[config.mk]
export PLATFORM = sky130hd
export DESIGN_NAME = converter_enable_and_adc_select
export DESIGN_NICKNAME = d
export VERILOG_FILES = /design/src/logic/conv_ctrl_pkg.sv /design/src/logic/converter_enable_and_adc_select.sv /design/src/logic/interval_timer.sv /design/src/logic/serial_reg_port.sv
export SDC_FILE = /design/constraint.sdc
export NUM_CORES = 1
export LEC_CHECK = 0
export BUFFER_PORTS_ARGS = -buffer_cell sky130_fd_sc_hd__buf_2
export CAP_MARGIN = 40
export CORE_MARGIN = 1
export CORE_UTILIZATION = 47
export CTS_BUF_LIST = sky130_fd_sc_hd__clkbuf_4
export DETAILED_ROUTE_END_ITERATION = 6
export PLACE_DENSITY = 0.72
export RECOVER_POWER = 50
export SYNTH_ARGS = -nofsm -noshare
export SYNTH_HDL_FRONTEND = slang
export SYNTH_SLANG_ARGS = --single-unit
[constraint.sdc]
create_clock -name mclk -period 7.45 [get_ports mclk]
set_input_delay 1.49 -clock mclk [delete_from_list [all_inputs] [get_ports mclk]]
set_output_delay 1.49 -clock mclk [all_outputs]
set_load 0.02 [all_outputs]
[src/logic/conv_ctrl_pkg.sv]
// Shared constants, types and register map for the converter control block
package conv_ctrl_pkg;

  // Clock rate
  localparam int unsigned MCLK_HZ  = 25_000_000;
  localparam int unsigned MCLK_MHZ = 25;

  // Soft-start ramp times and derived cycle counts
  localparam int unsigned SS_SHORT_US     = 1500;
  localparam int unsigned SS_LONG_US      = 5000;
  localparam int unsigned SS_SHORT_CYCLES = SS_SHORT_US * MCLK_MHZ;
  localparam int unsigned SS_LONG_CYCLES  = SS_LONG_US * MCLK_MHZ;

  // Light-load delay step (codes 1..3 are multiples of it)
  localparam int unsigned OFF_STEP_S      = 10;
  localparam int unsigned OFF_STEP_CYCLES = OFF_STEP_S * MCLK_HZ;

  // Serial port
  localparam logic [6:0] DEV_ADDR_DEFAULT = 7'h25;
  localparam logic [2:0] DIE_REV_DEFAULT  = 3'h0; // Arbitrary revision code

  // Register offsets
  localparam logic [7:0] RESULT_HI_OFS    = 8'h07;
  localparam logic [7:0] RESULT_LO_OFS    = 8'h08;
  localparam logic [7:0] SAMPLER_CFG1_OFS = 8'h09;
  localparam logic [7:0] SAMPLER_CFG2_OFS = 8'h0a;
  localparam logic [7:0] REG_SRC_OFS      = 8'h0b;
  localparam logic [7:0] RSVD_C_OFS       = 8'h0c;
  localparam logic [7:0] RSVD_D_OFS       = 8'h0d;
  localparam logic [7:0] CONV_CTL1_OFS    = 8'h0e;

  // Reset values
  localparam logic [7:0] SAMPLER_CFG1_RST = 8'h00;
  localparam logic [7:0] SAMPLER_CFG2_RST = 8'h00;
  localparam logic [7:0] REG_SRC_RST      = 8'h80;
  localparam logic [7:0] RSVD_C_RST       = 8'h10;
  localparam logic [7:0] RSVD_D_RST       = 8'h08;
  localparam logic [7:0] CONV_CTL1_RST    = 8'ha2;

  // Field positions
  localparam int READY_BIT      = 7;
  localparam int RB_SEL_LSB     = 3;
  localparam int CONV_SEL_LSB   = 0;
  localparam int SAMP_EN_BIT    = 7;
  localparam int ONE_SHOT_BIT   = 6;
  localparam int SCAN_ALL_BIT   = 5;
  localparam int SRC_MANUAL_BIT = 1;
  localparam int SRC_SEL_BIT    = 0;
  localparam int MASTER_EN_BIT  = 7;
  localparam int BYPASS_BIT     = 6;
  localparam int SS_SEL_BIT     = 5;
  localparam int OFF_DELAY_LSB  = 2;
  localparam int POLARITY_BIT   = 1;
  localparam int OFF_LOAD_BIT   = 0;

  // Readback codes and result slots
  localparam logic [2:0] RB_LIM_OUT   = 3'h0;
  localparam logic [2:0] RB_VOUT      = 3'h1;
  localparam logic [2:0] RB_VIN       = 3'h2;
  localparam logic [2:0] SLOT_VIN     = 3'h1;
  localparam logic [2:0] SLOT_LIM_OUT = 3'h3;
  localparam logic [2:0] SLOT_VOUT    = 3'h6;
  localparam logic [2:0] LAST_CHANNEL = 3'h7;

  typedef struct packed {
    logic       start;
    logic [2:0] channel;
  } conv_req_s;

  typedef struct packed {
    logic        done;
    logic [13:0] result;
  } conv_rsp_s;

  typedef struct packed {
    logic       stb;
    logic [7:0] addr;
    logic [7:0] data;
  } reg_wr_s;

endpackage : conv_ctrl_pkg

[src/logic/converter_enable_and_adc_select.sv]
// Converter enable path, light-load auto-off, regulator source and sampler control
`timescale 1ns/1ps

// Function
// - Data-ready flag, bit 7 of sampler config two, sets when a result is stored.
// - Readback select bits 5:3 pick the presented result: limit-out, output, input.
// - Host reads stored results while another channel converts, undisturbed.
// - Conversion select bits 2:0 choose the converted channel among eight.
// - Override 0 picks regulator source automatically; 1 uses the select bit.
// - Source select bit 0: output supply at 0, input supply at 1, manual only.
// - Master enable low keeps the converter off whatever pin or override says.
// - With master enable, run needs pin or override and high impedance low.
// - Pin bypass ignores the enable pin; master enable with high impedance low requests running.
// - Soft-start select bit 5: 1.5 ms at 0, 5 ms at 1, resets to 1.
// - Light-load delay bits 3:2: off, 10 s, 20 s, 30 s.
// - After light-load shutdown stay off until disabled and re-enabled.
// - Pin polarity bit 1: active low at 0, active high at 1, resets 1.
// - Auto-off enable bit 0 gates the whole light-load shutdown function.
// - One-shot and scan-all bits choose looping or single pass, one or all.
// - Two result bytes hold upper and lower parts of the 14-bit result.
module converter_enable_and_adc_select
  import conv_ctrl_pkg::*;
#(
  parameter logic [6:0]  DEV_ADDR        = DEV_ADDR_DEFAULT,
  parameter logic [2:0]  DIE_REV         = DIE_REV_DEFAULT,
  parameter int unsigned SS_SHORT        = SS_SHORT_CYCLES,
  parameter int unsigned SS_LONG         = SS_LONG_CYCLES,
  parameter int unsigned OFF_STEP        = OFF_STEP_CYCLES
) (
  input  wire logic  mclk,
  input  wire logic  reset_n,
  input  wire logic  sclIn,
  input  wire logic  sdaIn,
  output logic       sdaOut,
  output logic       sdaOeN,
  input  wire logic  enablePin,
  input  wire logic  highImpedanceState,
  input  wire logic  lightLoad,
  input  wire logic  auxRegAutoFromInput,
  output logic       auxRegFromInput,
  output logic       converterRun,
  output logic       latchedOff,
  output logic       softStartLong,
  output logic       softStartActive,
  output conv_req_s  convReq,
  input  conv_rsp_s  convRsp
);

  typedef enum logic [1:0] {SEQ_IDLE, SEQ_START, SEQ_WAIT, SEQ_HALT} seq_e;

  typedef struct packed {
    logic [7:0]       cfg1;
    logic [6:0]       cfg2;
    logic [7:0]       regSrc;
    logic [7:0]       rsvdC;
    logic [7:0]       rsvdD;
    logic [7:0]       ctl1;
    logic             ready;
    logic [7:0][13:0] results;
    seq_e             seq;
    conv_req_s        req;
    logic             run;
    logic             latched;
    logic             auxFromIn;
    logic             ssActive;
  } top_s;

  top_s       s_q;
  top_s       s_d;
  logic [1:0] rstSync;
  logic       rstN;
  reg_wr_s    regWr;
  logic       rdStb;
  logic [7:0] rdAddr;
  logic [7:0] rdData;
  logic       ssDone;
  logic       offExpired;
  logic       request;
  logic       pinActive;
  logic       offTimerRun;
  logic [13:0] shown;
  logic [31:0] ssLimit;
  logic [31:0] offLimit;

  // Maps a readback code to the slot of the stored result
  function automatic logic [2:0] readbackSlot(input logic [2:0] code);
    case (code)
      RB_LIM_OUT: begin
        readbackSlot = SLOT_LIM_OUT;
      end
      RB_VOUT: begin
        readbackSlot = SLOT_VOUT;
      end
      RB_VIN: begin
        readbackSlot = SLOT_VIN;
      end
      default: readbackSlot = code;
    endcase
  endfunction : readbackSlot

  always_ff @(posedge mclk or negedge reset_n) begin
    if (!reset_n) begin
      rstSync <= 2'h0;
    end else begin
      rstSync <= {rstSync[0], 1'b1};
    end
  end
  assign rstN = rstSync[1];

  serial_reg_port #(
    .DEV_ADDR (DEV_ADDR)
  ) u_port (
    .mclk   (mclk),
    .rstN   (rstN),
    .sclIn  (sclIn),
    .sdaIn  (sdaIn),
    .sdaOut (sdaOut),
    .sdaOeN (sdaOeN),
    .regWr  (regWr),
    .rdStb  (rdStb),
    .rdAddr (rdAddr),
    .rdData (rdData)
  );

  assign ssLimit = s_q.ctl1[SS_SEL_BIT] ? SS_LONG : SS_SHORT;

  interval_timer #(
    .W (32)
  ) u_soft (
    .mclk    (mclk),
    .rstN    (rstN),
    .run     (s_q.run),
    .limit   (ssLimit),
    .expired (ssDone)
  );

  assign offLimit = 32'(OFF_STEP * 32'(s_q.ctl1[OFF_DELAY_LSB +: 2]));
  assign offTimerRun = s_q.run & s_q.ctl1[OFF_LOAD_BIT] & lightLoad
                     & (s_q.ctl1[OFF_DELAY_LSB +: 2] != 2'h0);

  interval_timer #(
    .W (32)
  ) u_offload (
    .mclk    (mclk),
    .rstN    (rstN),
    .run     (offTimerRun),
    .limit   (offLimit),
    .expired (offExpired)
  );

  assign pinActive = s_q.ctl1[POLARITY_BIT] ? enablePin : ~enablePin;
  assign request = s_q.ctl1[MASTER_EN_BIT] & ~highImpedanceState
                 & (s_q.ctl1[BYPASS_BIT] | pinActive);

  assign shown = s_q.results[readbackSlot(s_q.cfg2[RB_SEL_LSB +: 3])];

  // Register readback mux
  always_comb begin
    case (rdAddr)
      RESULT_HI_OFS: begin
        rdData = shown[13:6];
      end
      RESULT_LO_OFS: begin
        rdData = {2'h0, shown[5:0]};
      end
      SAMPLER_CFG1_OFS: begin
        rdData = {s_q.cfg1[7:3], DIE_REV};
      end
      SAMPLER_CFG2_OFS: begin
        rdData = {s_q.ready, s_q.cfg2};
      end
      REG_SRC_OFS: begin
        rdData = s_q.regSrc;
      end
      RSVD_C_OFS: begin
        rdData = s_q.rsvdC;
      end
      RSVD_D_OFS: begin
        rdData = s_q.rsvdD;
      end
      CONV_CTL1_OFS: begin
        rdData = s_q.ctl1;
      end
      default:          rdData = 8'h00;
    endcase
  end

  always_comb begin
    s_d           = s_q;
    s_d.req.start = 1'b0;
    // Register writes
    if (regWr.stb) begin
      case (regWr.addr)
        SAMPLER_CFG1_OFS: begin
          s_d.cfg1 = {regWr.data[7:3], 3'h0};
        end
        SAMPLER_CFG2_OFS: begin
          s_d.cfg2 = regWr.data[6:0];
        end
        REG_SRC_OFS: begin
          s_d.regSrc = regWr.data;
        end
        RSVD_C_OFS: begin
          s_d.rsvdC = regWr.data;
        end
        RSVD_D_OFS: begin
          s_d.rsvdD = regWr.data;
        end
        CONV_CTL1_OFS: begin
          s_d.ctl1 = regWr.data;
        end
        default: ;
      endcase
    end

    // cleared by reading the low result byte; a new result wins
    if (rdStb && rdAddr == RESULT_LO_OFS) begin
      s_d.ready = 1'b0;
    end

    case (s_q.seq)
      SEQ_IDLE: begin
        if (s_q.cfg1[SAMP_EN_BIT]) begin
          s_d.req.channel = s_q.cfg1[SCAN_ALL_BIT] ? 3'h0 : s_q.cfg2[CONV_SEL_LSB +: 3];
          s_d.seq         = SEQ_START;
        end
      end
      SEQ_START: begin
        s_d.req.start = 1'b1;
        s_d.seq       = SEQ_WAIT;
      end
      SEQ_WAIT: begin
        if (convRsp.done) begin
          s_d.results[s_q.req.channel] = convRsp.result;
          s_d.ready                    = 1'b1;
          if (!s_q.cfg1[SAMP_EN_BIT]) begin
            s_d.seq = SEQ_IDLE;
          end else if (s_q.cfg1[SCAN_ALL_BIT]) begin
            s_d.req.channel = s_q.req.channel + 3'h1;
            s_d.seq         = (s_q.cfg1[ONE_SHOT_BIT] && s_q.req.channel == LAST_CHANNEL)
                            ? SEQ_HALT : SEQ_START;
          end else begin
            s_d.req.channel = s_q.cfg2[CONV_SEL_LSB +: 3];
            s_d.seq         = s_q.cfg1[ONE_SHOT_BIT] ? SEQ_HALT : SEQ_START;
          end
        end
      end
      SEQ_HALT: begin
        if (!s_q.cfg1[SAMP_EN_BIT]) begin
          s_d.seq = SEQ_IDLE;
        end
      end
      default: s_d.seq = SEQ_IDLE;
    endcase

    // latch-off, released only by dropping the request
    if (!request) begin
      s_d.latched = 1'b0;
    end else if (offExpired) begin
      s_d.latched = 1'b1;
    end
    s_d.run      = request & ~s_q.latched & ~offExpired;
    s_d.ssActive = s_q.run & ~ssDone;

    s_d.auxFromIn = s_q.regSrc[SRC_MANUAL_BIT] ? s_q.regSrc[SRC_SEL_BIT]
                                               : auxRegAutoFromInput;
  end

  always_ff @(posedge mclk or negedge rstN) begin
    if (!rstN) begin
      s_q        <= '0;
      s_q.cfg1   <= SAMPLER_CFG1_RST;
      s_q.cfg2   <= SAMPLER_CFG2_RST[6:0];
      s_q.regSrc <= REG_SRC_RST;
      s_q.rsvdC  <= RSVD_C_RST;
      s_q.rsvdD  <= RSVD_D_RST;
      s_q.ctl1   <= CONV_CTL1_RST;
      s_q.seq    <= SEQ_IDLE;
    end else begin
      s_q <= s_d;
    end
  end

  assign auxRegFromInput = s_q.auxFromIn;
  assign converterRun    = s_q.run;
  assign latchedOff      = s_q.latched;
  assign softStartLong   = s_q.ctl1[SS_SEL_BIT];
  assign softStartActive = s_q.ssActive;
  assign convReq         = s_q.req;

endmodule : converter_enable_and_adc_select

[src/logic/interval_timer.sv]
// Counts cycles while enabled and flags when a limit is reached
`timescale 1ns/1ps
module interval_timer
  import conv_ctrl_pkg::*;
#(
  parameter int W = 32
) (
  input  wire logic         mclk,
  input  wire logic         rstN,
  input  wire logic         run,
  input  wire logic [W-1:0] limit,
  output logic              expired
);

  typedef struct packed {
    logic [W-1:0] count;
    logic         expired;
  } tmr_s;

  tmr_s s_q;
  tmr_s s_d;

  always_comb begin
    s_d = s_q;
    if (!run) begin
      s_d.count   = '0;
      s_d.expired = 1'b0;
    end else if (!s_q.expired) begin
      s_d.count = s_q.count + W'(1);
      if (s_q.count + W'(1) >= limit) begin
        s_d.expired = 1'b1;
      end
    end
  end

  always_ff @(posedge mclk or negedge rstN) begin
    if (!rstN) begin
      s_q <= '0;
    end else begin
      s_q <= s_d;
    end
  end

  assign expired = s_q.expired;

endmodule : interval_timer

[src/logic/serial_reg_port.sv]
// Two-wire serial slave giving byte access to the register file
`timescale 1ns/1ps
module serial_reg_port
  import conv_ctrl_pkg::*;
#(
  parameter logic [6:0] DEV_ADDR = DEV_ADDR_DEFAULT
) (
  input  wire logic       mclk,
  input  wire logic       rstN,
  input  wire logic       sclIn,
  input  wire logic       sdaIn,
  output logic            sdaOut,
  output logic            sdaOeN,
  output reg_wr_s         regWr,
  output logic            rdStb,
  output logic [7:0]      rdAddr,
  input  wire logic [7:0] rdData
);

  typedef enum logic [3:0] {
    P_IDLE, P_ADDR, P_AACK, P_REG, P_RACK, P_WDATA, P_WACK, P_RDATA, P_MACK
  } port_e;

  typedef struct packed {
    port_e      st;
    logic [3:0] bitCnt;
    logic [7:0] shift;
    logic [7:0] ptr;
    logic       rw;
    logic       pull;
    logic       sclPrev;
    logic       sdaPrev;
    reg_wr_s    wr;
    logic       rdStb;
    logic       zero;
  } port_s;

  port_s s_q;
  port_s s_d;
  logic  sclRise;
  logic  sclFall;

  assign sclRise = sclIn & ~s_q.sclPrev;
  assign sclFall = ~sclIn & s_q.sclPrev;

  always_comb begin
    s_d         = s_q;
    s_d.sclPrev = sclIn;
    s_d.sdaPrev = sdaIn;
    s_d.wr.stb  = 1'b0;
    s_d.rdStb   = 1'b0;
    if (s_q.sclPrev && sclIn && s_q.sdaPrev && !sdaIn) begin
      s_d.st     = P_ADDR;
      s_d.bitCnt = 4'h0;
      s_d.pull   = 1'b0;
    end else if (s_q.sclPrev && sclIn && !s_q.sdaPrev && sdaIn) begin
      s_d.st   = P_IDLE;
      s_d.pull = 1'b0;
    end else if (sclRise) begin
      case (s_q.st)
        P_ADDR, P_REG, P_WDATA: begin
          s_d.shift  = {s_q.shift[6:0], sdaIn};
          s_d.bitCnt = s_q.bitCnt + 4'h1;
        end
        P_RDATA: s_d.bitCnt = s_q.bitCnt + 4'h1;
        P_MACK: begin
          if (sdaIn) begin
            s_d.st = P_IDLE;
          end
        end
        default: ;
      endcase
    end else if (sclFall) begin
      case (s_q.st)
        P_ADDR: begin
          if (s_q.bitCnt == 4'h8) begin
            if (s_q.shift[7:1] == DEV_ADDR) begin
              s_d.rw   = s_q.shift[0];
              s_d.pull = 1'b1;
              s_d.st   = P_AACK;
            end else begin
              s_d.st = P_IDLE;
            end
          end
        end
        P_AACK, P_MACK: begin
          s_d.bitCnt = 4'h0;
          if (s_q.rw) begin
            s_d.shift = rdData;
            s_d.pull  = ~rdData[7];
            s_d.rdStb = 1'b1;
            s_d.st    = P_RDATA;
          end else begin
            s_d.pull = 1'b0;
            s_d.st   = P_REG;
          end
        end
        P_REG: begin
          if (s_q.bitCnt == 4'h8) begin
            s_d.ptr  = s_q.shift;
            s_d.pull = 1'b1;
            s_d.st   = P_RACK;
          end
        end
        P_WDATA: begin
          if (s_q.bitCnt == 4'h8) begin
            s_d.wr.stb  = 1'b1;
            s_d.wr.addr = s_q.ptr;
            s_d.wr.data = s_q.shift;
            s_d.pull    = 1'b1;
            s_d.st      = P_WACK;
          end
        end
        P_RACK, P_WACK: begin
          if (s_q.st == P_WACK) begin
            s_d.ptr = s_q.ptr + 8'h01;
          end
          s_d.pull   = 1'b0;
          s_d.bitCnt = 4'h0;
          s_d.st     = P_WDATA;
        end
        P_RDATA: begin
          if (s_q.bitCnt == 4'h8) begin
            s_d.pull = 1'b0;
            s_d.ptr  = s_q.ptr + 8'h01;
            s_d.st   = P_MACK;
          end else begin
            s_d.shift = {s_q.shift[6:0], 1'b0};
            s_d.pull  = ~s_q.shift[6];
          end
        end
        default: ;
      endcase
    end
  end

  always_ff @(posedge mclk or negedge rstN) begin
    if (!rstN) begin
      s_q         <= '0;
      s_q.st      <= P_IDLE;
      s_q.sclPrev <= 1'b1;
      s_q.sdaPrev <= 1'b1;
    end else begin
      s_q <= s_d;
    end
  end

  assign sdaOut = s_q.zero;
  assign sdaOeN = ~s_q.pull;
  assign regWr  = s_q.wr;
  assign rdStb  = s_q.rdStb;
  assign rdAddr = s_q.ptr;

endmodule : serial_reg_port

After elaboration in Yosys (flattened, before gate mapping)
Cells that the tools add are included.

Flip-flop bits (word level): 281. Logic and storage cells: 258. Bits of input ports: 23. Output and inout bits: 11.

Add/subtract/negate cells: 5. Multipliers: 1. Bitwise operators: 24. Equal/unequal tests: 57. Mux-type cells: 82. Reductions and logical operators: 45. Magnitude comparators: 5.

Operators by type and width (number): 33-bit two-way mux (4); 115-bit two-way mux (1); 113-bit two-way mux (1); 112-bit bitwise mux (1); 8-bit by 4-bit equality test with 1-bit output, second input constant (13); 18-bit two-way mux (4); 32-bit by 1-bit adder with 32-bit output, second input constant (2); 8-bit one-hot mux with 8 select lines (1); 8-bit two-way mux (7); 17-bit two-way mux (3); 14-bit binary-select mux with 3-bit select (1); 14-bit demux with 3-bit select (1); 4-bit two-way mux (9); 32-bit by 17-bit >= comparator with 1-bit output (1); 32-bit by 30-bit >= comparator with 1-bit output (1); 14-bit two-way mux (2); 2-bit two-way mux (14); 26-bit two-way mux (1); 4-bit one-hot mux with 6 select lines (1); 8-bit one-hot mux with 3 select lines (1); 21-bit by 2-bit multiplier with 23-bit output, first input constant (1); 21-bit two-way mux (1); 5-bit by 1-bit != test with 1-bit output, second input constant (4); 3-bit two-way mux (6); 53 further kinds (138).

Logic depth before layout (Yosys ltp)
Gate-level depths: netlist (run 1).

Depth in word-level cells: 13. Depth in mapped cells: 15.

Cells and area by module
A second synthesis (run 1) with hierarchy kept.

Cell total of the unflattened synthesis: 1604. Area, all modules: 15851.5 um2.

By module, submodules not included: converter_enable_and_adc_select (cells an instance 593, seq. area each 3535.9 um2, instances 1, area each 7105.6 um2); interval_timer (cells an instance 358, seq. area each 825.8 um2, instances 2, area each 2932.8 um2); serial_reg_port (cells an instance 295, seq. area each 1153.6 um2, instances 1, area each 2880.3 um2).

Worst setup path before layout (run 1)
Ideal clock, no wire load.

Path type: input-to-reg. Start point: in sclIn. End point: reg u_port.s_q (netlist bit u_port.regWr[0]). Library setup time: 0.125 ns. Required time: 7.325 ns. Data arrival time: 3.219 ns. Cell stages on the path: 7. Path buffers: 1. Path slack: 4.106 ns. Path through: inv_1 ha_1 nor2b_1 nand2_1 nor3_2 buf_2 mux2_2.

Cells in the longest elaborated chain, start to end: 5. Elaborated cells on any way between the ends: 12. Classes of those cells: bitwise (6); reduce/logical (6).

Ends and longest elaborated chain: from (decl) (line converter_enable_and_adc_select.sv:32) `input wire logic sclIn,`; 1-bit logical AND (line serial_reg_port.sv:52, serial_reg_port.sv:56); 1-bit logical AND, on equally long branches (2 in a row) (line serial_reg_port.sv:52, serial_reg_port.sv:56); 1-bit inverter (no source line); 6-bit AND reduction (no source line) (*); to (decl) (line serial_reg_port.sv:38) `port_s s_q;`.

Mark *: on every way between the ends. The rest lies on a longest branch, timed or not. A chain may end at the register's enable or synchronous reset.

==> results of run 1 <==
## synthesized netlist by cell type (all sizes together) (5+ instances only)
library cell and instances:
or2 5, and2 32, a221oi 9, nor2b 22
ha 49, o21ai 56, and3 14, dfstp 8
nand3 43, xor2 40, o22a 19, dfrtp 245
a22oi 19, a21oi 50, clkbuf 51, a2bb2oi 6
xnor2 60, or3 14, o221ai 6, mux2 158
nor3 37, o31ai 5, a31oi 14, inv 27
nand2 93, nor3b 5, mux2i 35, nor2 97
nand4 29, and4 9, buf 25, nor4 7
o211ai 13, nand2b 10
## final cells by class
cell class / count / area [um2]
timing repair buffer: 55 / 330.3
sequential: 253 / 6341
antenna: 2 / 5.005
inverter: 28 / 105.1
tap: 390 / 488.0
fill: 2599 / 14040
clock inverter: 19 / 115.1
multi-input combinational: 1016 / 7516
clock buffer: 103 / 773.2
## stage by stage
stage                     hold WS (ns)  utilization (%)  cell area, um2  power [mW]  cells
after floorplan                 0.3311                -           14270       2.154   1373
after global placement          0.3378            49.48           14700       2.268   1731
after CTS                       0.2158            52.99           15750       3.599   1864
after detailed placement        0.2189            50.00           14860       2.306   1742
after global routing            0.3755            52.73           15670       3.746   1865
final                           0.3092            52.74           15670       3.542   1866
## logic make-up after synthesis
group | after synthesis
other | 2
multiplexers | 193
flip-flops | 253
buffers and inverters | 104
XOR/XNOR | 100
AO/OA/AOI/OAI | 241
adder cells (fa/ha/maj) | 49
AND/OR/NAND/NOR | 431
## final timing paths
kind / cells after the start / slack, ns / from / to
min in group mclk: 0 / 0.36 / rstSync[0] / rstSync[1]
worst min-delay path: 0 / 0.31 / rstSync[1] / u_port.s_q[41]
worst max-delay path: 2 / 3.19 / rstSync[1] / u_soft.s_q[29]
worst max register to register: 2 / 3.19 / rstSync[1] / u_soft.s_q[29]
max in group mclk: 12 / 3.87 / u_offload.s_q[9] / u_offload.expired
worst min register to register: 0 / 0.31 / rstSync[1] / u_port.s_q[41]
## metal layers
layer / vias up / global-route usage, %
met5: - / 0
met4: 0 / 9.312
met3: 88 / 4.780
met2: 313 / 34.61
met1: 5288 / 29.35
li1: 5113 / -
## power by group through the flow
| stage | clock network [mW] | registers (mW) | logic (mW) |
|---|---|---|---|
| 2_1_floorplan | 0 | 1.75 | 0.403 |
| 3_3_place_gp | 0 | 1.79 | 0.474 |
| 3_5_place_dp | 0 | 1.80 | 0.511 |
| 4_1_cts | 1.31 | 1.77 | 0.513 |
| 5_1_grt | 1.38 | 1.81 | 0.558 |
| 6_report | 1.26 | 1.78 | 0.501 |
==> impl_summary.log, run 1 <==
INFO  metric power.share.sequential = 50.2%
INFO  metric cts.sinks = 253
INFO  metric routed-wl-met2 = 15370 um
INFO  metric post_route_cells_drive_above_1_share = 23.47%
INFO  metric fp.dieH = 176.2 um
INFO  metric yosys.cell_types.count = 78
INFO  metric post-cts-setup-buffer-count = 0
INFO  metric route.layer.met1.wl = 14660 um
INFO  metric p_sw = 986.6 uW
INFO  metric power.ir.vdd_worst = 0.1703 mV
INFO  metric die_x = 176.2 um
INFO  metric gp_congestion = 0.8708
INFO  metric violated_checks = capacitance limit, slew limit
INFO  metric worst-path-buf-inv = 2
INFO  metric min_period_over_period = 57.12%
INFO  metric routed_via_count = 10800
INFO  metric grt_use_total = 22.03%
INFO  metric cellPowerDensity = 226.0 nW/um2
INFO  metric path_cells = clkbuf_1, clkbuf_1
INFO  metric postCtsResizedCells = 0
INFO  metric highest_delay_cell_along_the_critical_path = sky130_fd_sc_hd__clkbuf_1
INFO  metric p_sw_share = 27.85%
INFO  metric grt_antenna_before_repair = 2
INFO  metric synth_top_family_by_area = simple AND/OR/NAND/NOR gates
INFO  metric post_synth_fa_ha_maj_area_fraction = 4.298%
INFO  metric grt_pass1_wl = 55220 um
INFO  metric endpoint_kind = asynchronous set/reset pin
INFO  metric number_of_enable_type_register_cells_in_the_synthesized_netlist = 0
INFO  metric h-tree-depth = 3
INFO  metric timing.final.ws_setup = 3.195 ns
INFO  metric detailroute.wirelength.met3 = 1748 um
INFO  metric hold_buffers = 0
INFO  metric gr-total-overflow = 0
INFO  metric mostFrequentLayoutCells = sky130_fd_sc_hd__dfrtp_1, sky130_fd_sc_hd__mux2_2, sky130_fd_sc_hd__clkbuf_4, sky130_fd_sc_hd__nor2_1, sky130_fd_sc_hd__nand2_1
INFO  metric critPathMaxFanout = 59
INFO  metric buffer_ports.inserted = 32
INFO  metric synth_simple_gate_area_share = 15.74%
INFO  metric yosysTopAreaCellShare = 42.98%
INFO  metric number_of_routed_nets_with_antenna_violations = 0
INFO  metric synth_compound_gate_area_share = 11.37%
INFO  metric power_leakage = 7.067 nW
INFO  metric avgViaCountPerCell = 5.789
INFO  metric yosys.area_share.xor_xnor = 6.140%
INFO  metric max_freq = 235.0 MHz
INFO  metric cts_tree = yes
INFO  metric timing_hold_violations_final = 0
INFO  metric grt_max_degree = 65
INFO  metric drtIter0Drc = 850
INFO  metric design.core.area = 29720 um2
INFO  metric root_buffer = sky130_fd_sc_hd__clkbuf_4
INFO  metric areaGrowthSynthToFinish = 9.876%
INFO  metric synth_mux_area_share = 14.93%
INFO  metric max_cap_viol_count = 2
INFO  metric mappedNetlistNets = 1445
INFO  metric ys_ff_latch = 253
INFO  metric cts_buffer_depth = 3
INFO  metric synth_top_cell_by_area = sky130_fd_sc_hd__dfrtp_1
INFO  metric floorplan.die_area = 31050 um2
INFO  metric drt_pass1_iterations = 6
INFO  metric setup_viol_count_final = 0
INFO  metric crit_family = buffers and inverters
INFO  metric status = complete, but fails checks
INFO  metric worstSkewPairLatency = 0.71 ns
INFO  metric yosys-top-cells-area = sky130_fd_sc_hd__dfrtp_1, sky130_fd_sc_hd__mux2_2, sky130_fd_sc_hd__ha_1
INFO  metric yosysWarningCount = 0
INFO  metric timing.setup.tns = 0 ns
INFO  metric preCtsSetupSlack = 3.803 ns
INFO  metric cp_data_required_time = 7.54 ns
INFO  metric synth.cell_area = 14260 um2
INFO  metric worstMarginPinSlew = 3.122 ns
INFO  metric design.portCount = 34
INFO  metric timing.hold.worst.class = register to asynchronous set/reset pin
INFO  metric cp.arrival = 4.35 ns
INFO  metric clk_pin_slew = 0.06 ns
INFO  metric place_hpwl = 22070 um
INFO  metric highest-signal-layer = met4
INFO  metric starting_density_of_the_core = 48.00%
INFO  metric internal-power = 2.555 mW
INFO  metric drt-total-wl = 32690 um
INFO  metric setup.worst_path.start_class = register
INFO  metric relSlewSlack = -108.1%
INFO  metric period_minus_slack = 4.255 ns
INFO  metric maximum_single_stage_delay_on_the_critical_path = 2.25 ns
INFO  metric synthesis.instances = 1373
INFO  metric register_area_share_after_synthesis = 44.45%
INFO  metric clkPwrFrac = 35.7%
INFO  metric synth-async-reset-ratio = 100.0%
INFO  metric crit_top_cell = sky130_fd_sc_hd__clkbuf_1
INFO  metric slew_violations = 115
INFO  metric critical_path_class = register to asynchronous set/reset pin
INFO  metric drc_violations_left = 0
INFO  metric layout.cells.most_common = sky130_fd_sc_hd__dfrtp_1
INFO  metric average_cell_area_after_synthesis = 10.39 um2
INFO  metric rsz0062_at_grt = no
INFO  metric row_count = 63
INFO  metric detail_route.wl_per_cell = 17.52 um
INFO  metric power.combinational.fraction = 14.1%
INFO  metric via_count_of_the_first_global_routing_pass = 10930
INFO  metric layout.nets = 1500
INFO  metric numCtsBuffers = 74
INFO  metric synth_ff_type = sky130_fd_sc_hd__dfrtp_1
INFO  metric clock_skew = 0.03496 ns
Note: power is estimated with default switching activity, not from simulation.
==> run 2, diff against run 1 <==
==> constraint.sdc (replaced) <==
create_clock -name mclk -period 3.5 [get_ports mclk]
set_input_delay 0.7 -clock mclk [delete_from_list [all_inputs] [get_ports mclk]]
set_output_delay 0.7 -clock mclk [all_outputs]
set_load 0.02 [all_outputs]
==> run 2 against run 1 <==
  * Highest routed layer unchanged
  * Critical endpoint is now u_offload.expired
  * Combinational power increased by 110%
  * Wire length increased by 1.2%
  * Sequential share of layout area decreased by 0.28 points
  * Critical path depth increased by 10
  * Utilization increased by 0.47 points
  * Global-route usage decreased by 0.062 points
  * Setup slack got worse by 3.0 ns
  * Die area unchanged
  * The run still ends with capacitance limit, slew limit left
  * Cell area increased by 0.89%
==> impl_summary.log, run 2 (synthesis results as in run 1) <==
INFO  metric timing.rr.end = u_offload.expired
INFO  metric cts_buffer_depth = 3
INFO  metric layout.cells.most_common = sky130_fd_sc_hd__dfrtp_1
INFO  metric starting_density_of_the_core = 48.00%
INFO  metric grt_pass1_wl = 54970 um
INFO  metric drt_pass1_iterations = 5
INFO  metric die_x = 176.2 um
INFO  metric p_sw = 2.063 mW
INFO  metric design.portCount = 34
INFO  metric routed_via_count = 10800
INFO  metric gp_congestion = 0.8675
INFO  metric place_hpwl = 21970 um
INFO  metric power.combinational.fraction = 13.9%
INFO  metric clock_skew = 0.04220 ns
INFO  metric clkPwrFrac = 36.5%
INFO  metric p_sw_share = 27.20%
INFO  metric design.core.area = 29720 um2
INFO  metric fp.dieH = 176.2 um
INFO  metric finish.instance_area = 15810 um2
INFO  metric cts_tree = yes
INFO  metric numCtsBuffers = 71
INFO  metric r2r.worst_path.cells = 12
INFO  metric relSlewSlack = -57.24%
INFO  metric cp.arrival = 3.92 ns
INFO  metric power.share.sequential = 49.6%
INFO  metric number_of_routed_nets_with_antenna_violations = 0
INFO  metric timing.hold.worst.class = input pin to register
INFO  metric grt_antenna_before_repair = 1
INFO  metric power_leakage = 7.162 nW
INFO  metric grt_use_total = 21.97%
INFO  metric floorplan.die_area = 31050 um2
INFO  metric h-tree-depth = 3
INFO  metric buffer_ports.inserted = 32
INFO  metric min_path_cells = 1
INFO  metric timing_hold_violations_final = 0
INFO  metric status = complete, but fails checks
INFO  metric rsz0062_at_grt = no
INFO  metric dpl-instance-area = 14890 um2
INFO  metric holdPathEnd = u_port.s_q[20]
INFO  metric period_minus_slack = 3.334 ns
INFO  metric post_route_cells_drive_above_1_share = 25.35%
INFO  metric via_count_of_the_first_global_routing_pass = 11010
INFO  metric cellPowerDensity = 479.8 nW/um2
INFO  metric drc_violations_left = 0
INFO  metric power.ir.vdd_worst = 0.3993 mV
INFO  metric cts.sinks = 253
INFO  metric grt_max_degree = 155
INFO  metric endpoint_kind = register
INFO  metric drtIter0Drc = 829
INFO  metric internal-power = 5.523 mW
INFO  metric violated_checks = capacitance limit, slew limit
INFO  metric root_buffer = sky130_fd_sc_hd__clkbuf_4
INFO  metric max_freq = 299.9 MHz
INFO  metric hold_start = sclIn
INFO  metric setup.worst_path.start_class = register
INFO  metric setup_viol_count_final = 0
INFO  metric critPathMaxFanout = 5
INFO  metric row_count = 63
INFO  metric mostFrequentLayoutCells = sky130_fd_sc_hd__dfrtp_1, sky130_fd_sc_hd__mux2_2, sky130_fd_sc_hd__clkbuf_4, sky130_fd_sc_hd__nor2_1, sky130_fd_sc_hd__nand2_1
INFO  metric slew_violations = 253
INFO  metric max_cap_viol_count = 2
INFO  metric detail_route.wl_per_cell = 17.58 um
INFO  metric reg2reg_from = u_offload.s_q[10]
INFO  metric areaGrowthSynthToFinish = 10.85%
INFO  metric timing.setup.tns = 0 ns
INFO  metric min_period_over_period = 95.26%
INFO  metric layout.nets = 1511
INFO  metric drt-total-wl = 33090 um
INFO  metric cp_data_required_time = 4.09 ns
INFO  metric avgViaCountPerCell = 5.738
INFO  metric setup.reg_to_reg.worst_slack = 0.17 ns
INFO  metric critical_path_class = register to register
INFO  metric worstSkewPairLatency = 0.70 ns
INFO  metric gr-total-overflow = 0
INFO  metric clk_pin_slew = 0.06 ns
INFO  metric worstMarginPinSlew = 2.359 ns
[run 2: power by group through the flow]
| stage | sequential, mW | clock [mW] | combinational, mW |
|---|---|---|---|
| after floorplan | 3.72 | 0 | 0.859 |
| after global placement | 3.77 | 0 | 1.03 |
| after detailed placement | 3.81 | 0 | 1.07 |
| after CTS | 3.75 | 2.85 | 1.07 |
| after global routing | 3.83 | 3.03 | 1.16 |
| final | 3.76 | 2.77 | 1.05 |
[run 2: worst max path at each step]
stage | from | to | slack [ns] | cells after the start
floorplan | u_offload.s_q[9] | u_offload.expired | 0.39 | 15
global placement | u_offload.s_q[5] | u_offload.expired | 0.22 | 12
detailed placement | u_offload.s_q[5] | u_offload.expired | 0.17 | 12
CTS | u_offload.s_q[10] | u_offload.expired | 0.1 | 12
global route | u_offload.s_q[10] | u_offload.expired | 0.01 | 12
finish | u_offload.s_q[10] | u_offload.expired | 0.17 | 12
[run 2: layout make-up]
| type | instances | area (um2) |
|---|---|---|
| fillers | 2657 | 13900 |
| multi-input cells | 1016 | 7508 |
| flip-flops and latches | 253 | 6352 |
| clock buffers | 111 | 833.3 |
| well taps | 390 | 488.0 |
| repair buffers | 69 | 434.2 |
| inverters | 28 | 105.1 |
| clock inverters | 14 | 88.84 |
| diodes | 1 | 2.502 |
[run 2: what timing repair did]
item                                    4_1_cts  5_1_grt
endpoints found under the hold margin         2        0
endpoints found under the setup margin        0        1
gates resized for setup                       0        7
buffers inserted                              0        1
hold buffers                                  1        0
[run 2: critical path, cell delays in order, from the launching register on]
cell and delay (ns):
sky130_fd_sc_hd__dfrtp_2 0.41, sky130_fd_sc_hd__nand4_1 0.21, sky130_fd_sc_hd__or4_4 0.48, sky130_fd_sc_hd__or4_4 0.53, sky130_fd_sc_hd__or2_4 0.29, sky130_fd_sc_hd__xnor2_1 0.13, sky130_fd_sc_hd__ha_1 0.29, sky130_fd_sc_hd__nand2_1 0.07
sky130_fd_sc_hd__a2111oi_1 0.30, sky130_fd_sc_hd__o31ai_1 0.14, sky130_fd_sc_hd__a31oi_1 0.15, sky130_fd_sc_hd__o21ai_0 0.09, sky130_fd_sc_hd__a21oi_1 0.14
[run 2: metrics by stage]
stage / power [mW] / std cells / worst slack [ns] / util, % / hold slack [ns]
floorplan: 4.583 / 1373 / 0.3853 / - / 0.3312
global placement: 4.801 / 1753 / 0.2231 / 50.09 / 0.3350
detailed placement: 4.875 / 1754 / 0.1744 / 50.12 / 0.3478
CTS: 7.682 / 1880 / 0.09898 / 53.25 / 0.1147
global route: 8.020 / 1882 / 0.01446 / 53.21 / 0.1371
finish: 7.586 / 1882 / 0.1657 / 53.21 / 0.1587
[run 2: metal layers]
layer  global-route usage (%)  part of all wire [%]  up-vias
met2                    35.47                    47      252
li1                         -                     -     5133
met3                    4.565                   4.6       54
met4                    8.080                   1.8        0
met1                    29.05                    46     5359
met5                        0                     0        -
